==> src/verilog/clock_source_field_pkg.sv <==
// Package: register map, field layout, reset values and timing counts of the oscillator control
package clock_source_field_pkg;
    // ========================================
    // Register map
    localparam logic [11:0] OSC_CTRL_ADDR = 12'hF86;
    localparam logic [11:0] OSC_STATUS_ADDR = 12'hF87;
    localparam logic [11:0] OSC_MASK_ADDR = 12'hF88;
    localparam logic [11:0] OSC_OPTION_ADDR = 12'hF89;
    // ========================================
    // Field layout of oscillator_control
    localparam int PREC_EN_BIT = 7;
    localparam int XTAL_EN_BIT = 6;
    localparam int WDOG_EN_BIT = 5;
    localparam int PFAIL_EN_BIT = 4;
    localparam int WFAIL_EN_BIT = 3;
    localparam int SEL_MSB = 2;
    localparam int SEL_LSB = 0;
    localparam logic [7:0] OSC_CTRL_RESET = 8'hA0;
    // ========================================
    // Unlock keys
    localparam logic [7:0] UNLOCK_KEY1 = 8'hE7;
    localparam logic [7:0] UNLOCK_KEY2 = 8'h18;
    // ========================================
    // Clock source codes
    localparam logic [2:0] SRC_PREC_FAST = 3'h0;
    localparam logic [2:0] SRC_PREC_SLOW = 3'h1;
    localparam logic [2:0] SRC_CRYSTAL = 3'h2;
    localparam logic [2:0] SRC_WATCHDOG = 3'h3;
    localparam logic [2:0] SRC_EXT_PIN = 3'h4;
    // ========================================
    // Status bits
    localparam int ST_PFAIL_BIT = 0;
    localparam int ST_WFAIL_BIT = 1;
    localparam int ST_RECOV_BIT = 2;
    localparam logic [2:0] STATUS_RESET = 3'h0;
    localparam logic [2:0] MASK_RESET = 3'h0;
    // ========================================
    // Timing
    localparam int WDOG_FAIL_CYCLES = 8004;
    localparam int XTAL_SETTLE_PREC_CYCLES = 5000;
    localparam int PREC_CLK_HZ = 20000000;
    localparam int SYS_CLK_HZ = 125000000;
    // Settle window expressed in system cycles, rounded up
    localparam int XTAL_SETTLE_SYS_CYCLES =
        (XTAL_SETTLE_PREC_CYCLES * (SYS_CLK_HZ / 1000) + (PREC_CLK_HZ / 1000) - 1)
        / (PREC_CLK_HZ / 1000);
endpackage : clock_source_field_pkg

==> src/verilog/clock_source_field_wdog_mon.sv <==
// Watchdog oscillator liveness monitor
`timescale 1ns/1ps
module clock_source_field_wdog_mon #(
    parameter int FAIL_CYCLES = clock_source_field_pkg::WDOG_FAIL_CYCLES
) (
    input wire logic clk_sys_i, // System clock
    input wire logic rst_n_i, // Sync reset, active low
    input wire logic enable_i, // Detector armed
    input wire logic wdog_clk_i, // Watchdog oscillator, asynchronous
    output logic fail_o // One-cycle failure pulse
);
    import clock_source_field_pkg::*;

    logic sync1_ff;
    logic sync2_ff;
    logic prev_ff;
    logic [13:0] count_ff;
    logic edge_seen;

    // ========================================
    // Two-stage synchroniser; only the second stage feeds the edge detector
    always_ff @(posedge clk_sys_i)
    begin
        if (!rst_n_i)
        begin
            sync1_ff <= 1'b0;
            sync2_ff <= 1'b0;
            prev_ff <= 1'b0;
        end
        else
        begin
            sync1_ff <= wdog_clk_i;
            sync2_ff <= sync1_ff;
            prev_ff <= sync2_ff;
        end
    end

    assign edge_seen = sync2_ff & ~prev_ff;

    // Count system clocks between watchdog edges; restart after each failure
    always_ff @(posedge clk_sys_i)
    begin
        if (!rst_n_i || !enable_i || edge_seen)
        begin
            count_ff <= 14'h0000;
            fail_o <= 1'b0;
        end
        else if (count_ff == 14'(FAIL_CYCLES - 1))
        begin
            count_ff <= 14'h0000;
            fail_o <= 1'b1;
        end
        else
        begin
            count_ff <= count_ff + 14'h0001;
            fail_o <= 1'b0;
        end
    end

    // ========================================
    // Assertions
    a_fail_needs_silence: assert property (@(posedge clk_sys_i) disable iff (!rst_n_i)
        fail_o |-> $past(count_ff) == 14'(FAIL_CYCLES - 1))
        else $error("watchdog failure flagged early");
endmodule : clock_source_field_wdog_mon

==> src/verilog/clock_source_field_ctrl.sv <==
// Oscillator control: locked control register, source select and failure recovery
//
// Contract
// Unlock by writing E7 then 18; only then does an update land.
// The register relocks after the one write that follows an unlock.
// Software unlocks before each write; locked writes change nothing.
// Bit 7 enables the internal precision oscillator.
// Bit 6 enables the crystal and takes over both crystal pins.
// Bit 5 enables the watchdog oscillator.
// Bit 4 enables primary failure detection and automatic recovery.
// Bit 3 enables watchdog oscillator failure detection; the code arms it only while bit 5 is also set.
// Bits 2:0 pick fast, slow, crystal, watchdog or external pin.
// Crystal runs through reset unless the option bit disables it.
// Software waits 5000 precision cycles after enabling crystal before selecting it.
// Four crystal power modes chosen only by option bits.
// Clock filter off by default: system clock equals crystal input.
// Any other write sequence is ignored; keys may be separated by accesses.
// Primary failure with recovery raises event, switches to watchdog if enabled.
// Watchdog failure declared after 8004 system cycles without an edge.
// Reset value is A0.
// Reserved select codes leave the current source unchanged.
//
// The strobed register port is this design's own decision.
`timescale 1ns/1ps
module clock_source_field_ctrl #(
    parameter int WDOG_FAIL_LIMIT = clock_source_field_pkg::WDOG_FAIL_CYCLES
) (
    input wire logic clk_sys_i, // System clock
    input wire logic rst_n_i, // Sync reset, active low
    input wire logic [11:0] addr_i, // Register address
    input wire logic [7:0] wdata_i, // Write data
    input wire logic wr_i, // Write strobe
    input wire logic rd_i, // Read strobe
    output logic [7:0] rdata_o, // Read data, cycle after strobe
    input wire logic xtal_dis_opt_i, // Option: crystal off during reset
    input wire logic [1:0] xtal_mode_opt_i, // Option: crystal power mode
    input wire logic primary_fail_i, // Primary clock too slow, asynchronous
    input wire logic wdog_clk_i, // Watchdog oscillator, asynchronous
    output logic prec_osc_en_o, // Precision oscillator enable
    output logic prec_slow_o, // Precision oscillator slow mode
    output logic crystal_osc_en_o, // Crystal oscillator enable
    output logic crystal_pin_own_o, // Crystal owns crystal_pin_a/b
    output logic [1:0] crystal_mode_o, // Crystal power mode
    output logic crystal_filter_en_o, // Input clock filter enable
    output logic watchdog_osc_en_o, // Watchdog oscillator enable
    output logic [2:0] sysclk_source_select_o, // Active system clock source
    output logic primary_fail_nmi_o, // Nonmaskable primary failure pulse
    output logic watchdog_fail_nmi_o, // Nonmaskable watchdog failure pulse
    output logic irq_o // Level interrupt
);
    import clock_source_field_pkg::*;

    typedef enum logic [1:0] {LOCKED, KEY1_SEEN, OPEN} clock_source_field_lock_e;

    clock_source_field_lock_e lock_ff;
    logic [7:0] ctrl_ff;
    logic [2:0] status_ff;
    logic [2:0] mask_ff;
    logic [2:0] nxt_status;
    logic pf_sync1_ff;
    logic pf_sync2_ff;
    logic pf_prev_ff;
    logic xtal_opt_ff;
    logic recovered_ff;
    logic pf_event;
    logic wf_event;
    logic ctrl_wr;
    logic ctrl_update;

    // Select codes above the external pin are reserved
    function automatic logic sel_valid(input logic [2:0] sel);
        sel_valid = (sel <= SRC_EXT_PIN);
    endfunction : sel_valid

    assign ctrl_wr = wr_i && (addr_i == OSC_CTRL_ADDR);
    assign ctrl_update = ctrl_wr && (lock_ff == OPEN);

    // ========================================
    // Unlock sequencer; other addresses do not disturb it
    always_ff @(posedge clk_sys_i)
    begin
        if (!rst_n_i)
        begin
            lock_ff <= LOCKED;
        end
        else if (ctrl_wr)
        begin
            case (lock_ff)
                LOCKED: lock_ff <= (wdata_i == UNLOCK_KEY1) ? KEY1_SEEN : LOCKED;
                KEY1_SEEN: lock_ff <= (wdata_i == UNLOCK_KEY2) ? OPEN : LOCKED;
                OPEN: lock_ff <= LOCKED;
                default: lock_ff <= LOCKED;
            endcase
        end
    end

    // ========================================
    // Control register; recovery forces the watchdog source
    always_ff @(posedge clk_sys_i)
    begin
        if (!rst_n_i)
        begin
            ctrl_ff <= OSC_CTRL_RESET;
        end
        else if (pf_event && ctrl_ff[WDOG_EN_BIT]
            && ctrl_ff[SEL_MSB:SEL_LSB] != SRC_WATCHDOG)
        begin
            ctrl_ff[SEL_MSB:SEL_LSB] <= SRC_WATCHDOG;
        end
        else if (ctrl_update)
        begin
            // Locked writes never get here
            ctrl_ff[7:3] <= wdata_i[7:3];
            if (sel_valid(wdata_i[SEL_MSB:SEL_LSB]))
            begin
                ctrl_ff[SEL_MSB:SEL_LSB] <= wdata_i[SEL_MSB:SEL_LSB];
            end
            // Reserved codes keep the running source
        end
    end

    // Reset-phase flag: high through reset, cleared on the first clock after release; option straps are read live
    always_ff @(posedge clk_sys_i)
    begin
        if (!rst_n_i)
        begin
            xtal_opt_ff <= 1'b1;
        end
        else
        begin
            xtal_opt_ff <= 1'b0;
        end
    end

    // ========================================
    // Primary failure input synchroniser and rising-edge event
    always_ff @(posedge clk_sys_i)
    begin
        if (!rst_n_i)
        begin
            pf_sync1_ff <= 1'b0;
            pf_sync2_ff <= 1'b0;
            pf_prev_ff <= 1'b0;
        end
        else
        begin
            pf_sync1_ff <= primary_fail_i;
            pf_sync2_ff <= pf_sync1_ff;
            pf_prev_ff <= pf_sync2_ff;
        end
    end

    // Event gated only by the detection enable, also when the watchdog is the selected source
    assign pf_event = pf_sync2_ff && !pf_prev_ff && ctrl_ff[PFAIL_EN_BIT];

    clock_source_field_wdog_mon #(
        .FAIL_CYCLES(WDOG_FAIL_LIMIT)
    ) u_wdog_mon (
        .clk_sys_i(clk_sys_i),
        .rst_n_i(rst_n_i),
        .enable_i(ctrl_ff[WFAIL_EN_BIT] && ctrl_ff[WDOG_EN_BIT]),
        .wdog_clk_i(wdog_clk_i),
        .fail_o(wf_event)
    );

    // Flag, one cycle later, a primary failure event seen with the watchdog oscillator enabled
    always_ff @(posedge clk_sys_i)
    begin
        if (!rst_n_i)
        begin
            recovered_ff <= 1'b0;
        end
        else
        begin
            recovered_ff <= pf_event && ctrl_ff[WDOG_EN_BIT];
        end
    end

    // ========================================
    // Sticky status, write one to clear; a new event beats the clear
    always_comb
    begin
        nxt_status = status_ff;
        if (wr_i && addr_i == OSC_STATUS_ADDR)
        begin
            nxt_status = status_ff & ~wdata_i[2:0];
        end
        if (pf_event)
        begin
            nxt_status[ST_PFAIL_BIT] = 1'b1;
        end
        if (wf_event)
        begin
            nxt_status[ST_WFAIL_BIT] = 1'b1;
        end
        if (recovered_ff)
        begin
            nxt_status[ST_RECOV_BIT] = 1'b1;
        end
    end

    always_ff @(posedge clk_sys_i)
    begin
        if (!rst_n_i)
        begin
            status_ff <= STATUS_RESET;
        end
        else
        begin
            status_ff <= nxt_status;
        end
    end

    // Mask register
    always_ff @(posedge clk_sys_i)
    begin
        if (!rst_n_i)
        begin
            mask_ff <= MASK_RESET;
        end
        else if (wr_i && addr_i == OSC_MASK_ADDR)
        begin
            mask_ff <= wdata_i[2:0];
        end
    end

    assign irq_o = |(status_ff & mask_ff);

    // ========================================
    // Read port, data the cycle after the strobe; unmapped reads zero
    always_ff @(posedge clk_sys_i)
    begin
        if (!rst_n_i)
        begin
            rdata_o <= 8'h00;
        end
        else if (rd_i)
        begin
            case (addr_i)
                OSC_CTRL_ADDR: rdata_o <= ctrl_ff;
                OSC_STATUS_ADDR: rdata_o <= {5'h00, status_ff};
                OSC_MASK_ADDR: rdata_o <= {5'h00, mask_ff};
                OSC_OPTION_ADDR: rdata_o <= {5'h00, xtal_mode_opt_i, xtal_dis_opt_i};
                default: rdata_o <= 8'h00;
            endcase
        end
        else
        begin
            rdata_o <= 8'h00;
        end
    end

    // ========================================
    // Oscillator outputs
    // The settle wait after a manual crystal enable is software's job
    assign prec_osc_en_o = ctrl_ff[PREC_EN_BIT];
    assign prec_slow_o = (ctrl_ff[SEL_MSB:SEL_LSB] == SRC_PREC_SLOW);
    assign crystal_osc_en_o = ctrl_ff[XTAL_EN_BIT] || (xtal_opt_ff && !xtal_dis_opt_i);
    assign crystal_pin_own_o = crystal_osc_en_o;
    assign crystal_mode_o = xtal_mode_opt_i;
    assign crystal_filter_en_o = 1'b0;
    assign watchdog_osc_en_o = ctrl_ff[WDOG_EN_BIT];
    assign sysclk_source_select_o = ctrl_ff[SEL_MSB:SEL_LSB];
    assign primary_fail_nmi_o = pf_event;
    assign watchdog_fail_nmi_o = wf_event;

    // ========================================
    // Assertions
    a_locked_write_ignored: assert property (@(posedge clk_sys_i) disable iff (!rst_n_i)
        (ctrl_wr && lock_ff != OPEN && !pf_event) |=> $stable(ctrl_ff))
        else $error("locked write changed control register");

    // Checked only on the opening edge: the register may stay open over idle cycles
    a_unlock_order: assert property (@(posedge clk_sys_i) disable iff (!rst_n_i)
        $rose(lock_ff == OPEN) |-> $past(ctrl_wr) && $past(wdata_i) == UNLOCK_KEY2
            && $past(lock_ff) == KEY1_SEEN)
        else $error("register opened without second key");

    a_relock_after_write: assert property (@(posedge clk_sys_i) disable iff (!rst_n_i)
        ctrl_update |=> lock_ff == LOCKED)
        else $error("register stayed open after update");

    a_no_reserved_src: assert property (@(posedge clk_sys_i) disable iff (!rst_n_i)
        sysclk_source_select_o <= SRC_EXT_PIN)
        else $error("reserved clock source selected");

    a_recovery_switch: assert property (@(posedge clk_sys_i) disable iff (!rst_n_i)
        (pf_event && watchdog_osc_en_o) |=> sysclk_source_select_o == SRC_WATCHDOG)
        else $error("no switch to watchdog on failure");

    // The pin must have been high two edges back, through the synchroniser
    a_pfail_gated: assert property (@(posedge clk_sys_i) disable iff (!rst_n_i)
        primary_fail_nmi_o |-> ctrl_ff[PFAIL_EN_BIT] && $past(primary_fail_i, 2))
        else $error("primary failure event while disabled");

    a_status_sticky: assert property (@(posedge clk_sys_i) disable iff (!rst_n_i)
        pf_event |=> status_ff[ST_PFAIL_BIT] ##1 status_ff[ST_PFAIL_BIT] || wr_i)
        else $error("primary failure status lost");

    a_key_wrong_relocks: assert property (@(posedge clk_sys_i) disable iff (!rst_n_i)
        (lock_ff == KEY1_SEEN && ctrl_wr && wdata_i != UNLOCK_KEY2) |=> lock_ff == LOCKED)
        else $error("bad second key did not relock");

    a_reset_value: assert property (@(posedge clk_sys_i)
        !rst_n_i |=> ctrl_ff == OSC_CTRL_RESET)
        else $error("control register reset value wrong");

    c_unlock_write: cover property (@(posedge clk_sys_i) disable iff (!rst_n_i)
        ctrl_update);
    c_recovery: cover property (@(posedge clk_sys_i) disable iff (!rst_n_i)
        pf_event && watchdog_osc_en_o);
    c_wdog_fail: cover property (@(posedge clk_sys_i) disable iff (!rst_n_i)
        wf_event);
    c_irq: cover property (@(posedge clk_sys_i) disable iff (!rst_n_i)
        irq_o);
endmodule : clock_source_field_ctrl

==> config.mk <==
export PLATFORM = sky130hd
export DESIGN_NAME = clock_source_field_ctrl
export DESIGN_NICKNAME = d
export VERILOG_FILES = /design/src/verilog/clock_source_field_pkg.sv /design/src/verilog/clock_source_field_wdog_mon.sv /design/src/verilog/clock_source_field_ctrl.sv
export SDC_FILE = /design/constraint.sdc
export NUM_CORES = 1
export LEC_CHECK = 0
export ABC_CLOCK_PERIOD_IN_PS = 2590
export BUFFER_PORTS_ARGS = -buffer_cell sky130_fd_sc_hd__buf_2
export CORE_AREA = 8 8 69 100
export CTS_BUF_LIST = sky130_fd_sc_hd__clkbuf_4
export DETAILED_ROUTE_END_ITERATION = 6
export DIE_AREA = 0 0 77 108
export GPL_ROUTABILITY_DRIVEN = 0
export SYNTH_ARGS = -nofsm -noshare
export SYNTH_HDL_FRONTEND = slang
export SYNTH_SLANG_ARGS = --single-unit
==> constraint.sdc <==
create_clock -name clk_sys_i -period 2.59 [get_ports clk_sys_i]
set_input_delay 0.1295 -clock clk_sys_i [delete_from_list [all_inputs] [get_ports clk_sys_i]]
set_output_delay 0.1295 -clock clk_sys_i [all_outputs]
set_load 0.05 [all_outputs]
==> results.md <==
* Number of buffers on the longest clock path at 2
* Slew headroom at 0.667
* Critical path data arrival time at 2.24 ns
* Dominant cell type by area after synthesis: sky130_fd_sc_hd__dfxtp_1
* Num rows at 33
* Syn_nets at 253
* Detailed-placement wirelength estimate at 3.82 mm
* Ys flop type: sky130_fd_sc_hd__dfxtp_1
* Worst clock skew at 0.0189 ns
* Number of instances in the synthesized netlist at 223
* Slew Limit Fails at 0
* Fraction of registers with async set/reset at 0
* Reported max-cap violation count at 0
* DRC viols at 0
* R2R depth at 5
* Final layout net count at 300
* Diodes inserted at 0
* Vias in the first global route at 1,729
* Hold-fix buffer count after cts at 3
* Distinct cell type count after synthesis at 43
* GRT Residual Overflow at 0
* Clock root buffer: sky130_fd_sc_hd__clkbuf_4
* Share of the synthesized area in the top cell type at 0.458
* Number of warnings issued by yosys at 0
* Routed vias/inst at 5.22
* Clock Sinks at 47
* Final period util at 0.763
* Hold Path Class: input pin to flip-flop
* Final count of negative-setup-slack endpoints at 0
* Largest net degree at the start of global routing at 21
* Largest cells by area after synthesis: sky130_fd_sc_hd__dfxtp_1 46%, sky130_fd_sc_hd__nand4_1 4.0%, sky130_fd_sc_hd__and2_1 3.7%
* Number of optimization iterations in the first detailed-route pass at 4
* Top cell family by delay on the critical path: simple AND/OR/NAND/NOR gates
* Max IR drop VDD at 0.000389 V
* Required @ worst endpoint at 2.85 ns
* Syn Area/Cell at 9.21 sq um
* Layout area overhead at 18.3%
* Clock latency on the worst-skew pair at 0.37 ns
* Category of the worst setup path launch point: flip-flop
* Input/output buffers at 49
* Worst-margin pin slew at 0.493 ns
* Area of the placeable core at 0.00545 sq mm
* Worst-path fanout max at 14
* Overall Global Routing Usage at 0.120
* Ordered list of cells on the worst path: ha_1 > or4b_1 > or4_4 > nand2b_4 > nor2_1
* Initial cell density of the core at 0.377
* WL per Instance at 14.6 um
* Cell leakage power at 0.936 nW
* Floorplan die width at 77 um
* Wire length of the first global-routing pass at 8.18 mm
* Post-CTS setup buffer count at 0
* Power per cell area at 520 mW/mm^2
* Unrepaired setup endpoints after global routing: no
* Setup_tns at 0 ns
* DR iter-0 viols at 152
* Count of filler cells inserted in the layout at 575
* Cell depth of the worst setup path at 5
* Total power at 1.26 mW
* Die area at 0.00832 sq mm
* Most numerous cell in the Yosys netlist: sky130_fd_sc_hd__dfxtp_1
* Number of stages on the worst hold path at 2
* Total clock buffers created by CTS at 5
* Path type of the worst setup path: flip-flop to flip-flop
* Count of buffering cells on the critical path with inverters included at 0
* Clock slew seen by the registers of the worst setup and hold paths at 0.15 ns
* Reg2Reg Setup Slack at 0.61 ns
* Number of enable flip-flop cells after synthesis at 0
* Remaining antenna violation count at 0
* Io pins at 51
* Final hold violation count at 0
* CTS tree: yes
* Post-synthesis sequential element count at 47
* Peak clock frequency supported by timing at 0.506 GHz
* Status: finished clean
* Slowest cell on the critical path: sky130_fd_sc_hd__or4_4
* Critical path endpoint category: flip-flop
* Minimum period implied by the final worst setup slack at 1.98 ns
* Vertical die dimension at 108 um
* Layout cells sized above 1 at 0.236
* Cells resized by post-CTS repair at 0
* Seq/Total Area, Yosys at 0.458
* Wirelength, routed at 4.97 mm
* Initial antenna violation count at 0
* Netlist area before placement at 0.00205 sq mm
* CTS H-tree depth at 2
* Delay of the slowest cell on the worst path at 0.51 ns
* Vias at 1,779
* Commonest cells in the netlist: 47 x sky130_fd_sc_hd__dfxtp_1, 20 x sky130_fd_sc_hd__nor2_1, 13 x sky130_fd_sc_hd__nand4_1, 12 x sky130_fd_sc_hd__and2_1
## power by group
group          internal (mW)  total (mW)  switching (mW)  leakage, nW
registers              0.728       0.729         0.00100        0.380
logic                 0.0318      0.0809          0.0491        0.514
clock network          0.207       0.453           0.247       0.0418
## state kept, by name, summed over array words and instances (netlist names), 2 cells and up
signal / flops
lock_ff: 2
ctrl_ff: 8
status_ff: 3
rdata_o: 8
mask_ff: 3
u_wdog_mon.count_ff: 14
## per-stage QoR
stage	utilization	setup WS (ns)	instance area (sq um)	std cells	hold WS (ns)
global route	0.446	0.513	2430	341	0.0178
detailed placement	0.425	0.626	2320	330	0.342
floorplan	-	0.694	2050	223	0.231
global placement	0.425	0.682	2320	330	0.334
finish	0.446	0.613	2430	341	0.0394
CTS	0.446	0.614	2430	341	0.0238
## final timing paths
path | from | endpoint
max | u_wdog_mon.count_ff[0]$_SDFF_PP0_ | u_wdog_mon.count_ff[8]$_SDFF_PP0_
min | wdata_i[1] | status_ff[1]$_SDFFE_PN0P_
max reg2reg | u_wdog_mon.count_ff[0]$_SDFF_PP0_ | u_wdog_mon.count_ff[8]$_SDFF_PP0_
min reg2reg | pf_sync1_ff$_SDFF_PN0_ | pf_sync2_ff$_SDFF_PN0_
## cell families (layout without fill, tap and decap cells)
family | count (synthesis) | count (layout) | synth area share
compound gates | 35 | 35 | 0.113
xor+xnor | 12 | 12 | 0.0512
fa+ha+maj | 1 | 1 | 0.00609
buf+inv | 25 | 73 | 0.0639
flops | 47 | 47 | 0.458
other cells | 1 | 1 | 0.00183
simple gates | 102 | 102 | 0.306
## routing by layer
layer	routed length, um	vias up	global-route usage
li1	-	903	-
met3	303	5	0.0440
met4	72	0	0.0474
met5	0	-	0
met1	1970	827	0.116
met2	2620	44	0.227
## layout make-up
type                            count  area (sq um)  share of cell area
Clock buffer                        5          37.5              0.0154
Tap cell                           70          87.6              0.0360
Sequential cell                    47           941               0.387
Timing Repair Buffer               55           298               0.123
Clock inverter                      3          46.3              0.0191
Multi-Input combinational cell    151           982               0.404
Inverter                           10          37.5              0.0154
## cells in the final DEF (no fill, tap or decap), types with 2 or more instances in the layout
cell / netlist / final
sky130_fd_sc_hd__a31oi_1: 5 / 5
sky130_fd_sc_hd__a21oi_1: 5 / 5
sky130_fd_sc_hd__buf_2: 0 / 49
sky130_fd_sc_hd__inv_1: 9 / 9
sky130_fd_sc_hd__xnor2_1: 7 / 7
sky130_fd_sc_hd__or4b_1: 2 / 2
sky130_fd_sc_hd__nor4b_1: 4 / 4
sky130_fd_sc_hd__buf_4: 7 / 3
sky130_fd_sc_hd__o21ai_0: 11 / 11
sky130_fd_sc_hd__o31ai_1: 2 / 2
sky130_fd_sc_hd__nand3_1: 11 / 11
sky130_fd_sc_hd__nor3_1: 5 / 5
sky130_fd_sc_hd__nand4_1: 13 / 13
sky130_fd_sc_hd__dfxtp_1: 47 / 47
sky130_fd_sc_hd__o2111ai_1: 2 / 2
sky130_fd_sc_hd__nor4_1: 3 / 3
sky130_fd_sc_hd__nand3b_1: 2 / 2
sky130_fd_sc_hd__nand2_1: 7 / 7
sky130_fd_sc_hd__nand4b_1: 4 / 4
sky130_fd_sc_hd__and4_1: 2 / 2
sky130_fd_sc_hd__a222oi_1: 4 / 4
sky130_fd_sc_hd__a22o_1: 3 / 3
sky130_fd_sc_hd__and2_1: 12 / 12
sky130_fd_sc_hd__nor3b_1: 2 / 2
sky130_fd_sc_hd__dlygate4sd3_1: 0 / 3
sky130_fd_sc_hd__and3b_1: 4 / 4
sky130_fd_sc_hd__nor2_1: 20 / 20
sky130_fd_sc_hd__clkbuf_4: 0 / 5
sky130_fd_sc_hd__and3_1: 4 / 4
sky130_fd_sc_hd__xor2_1: 5 / 5
Power figures use the tool's default switching activity.
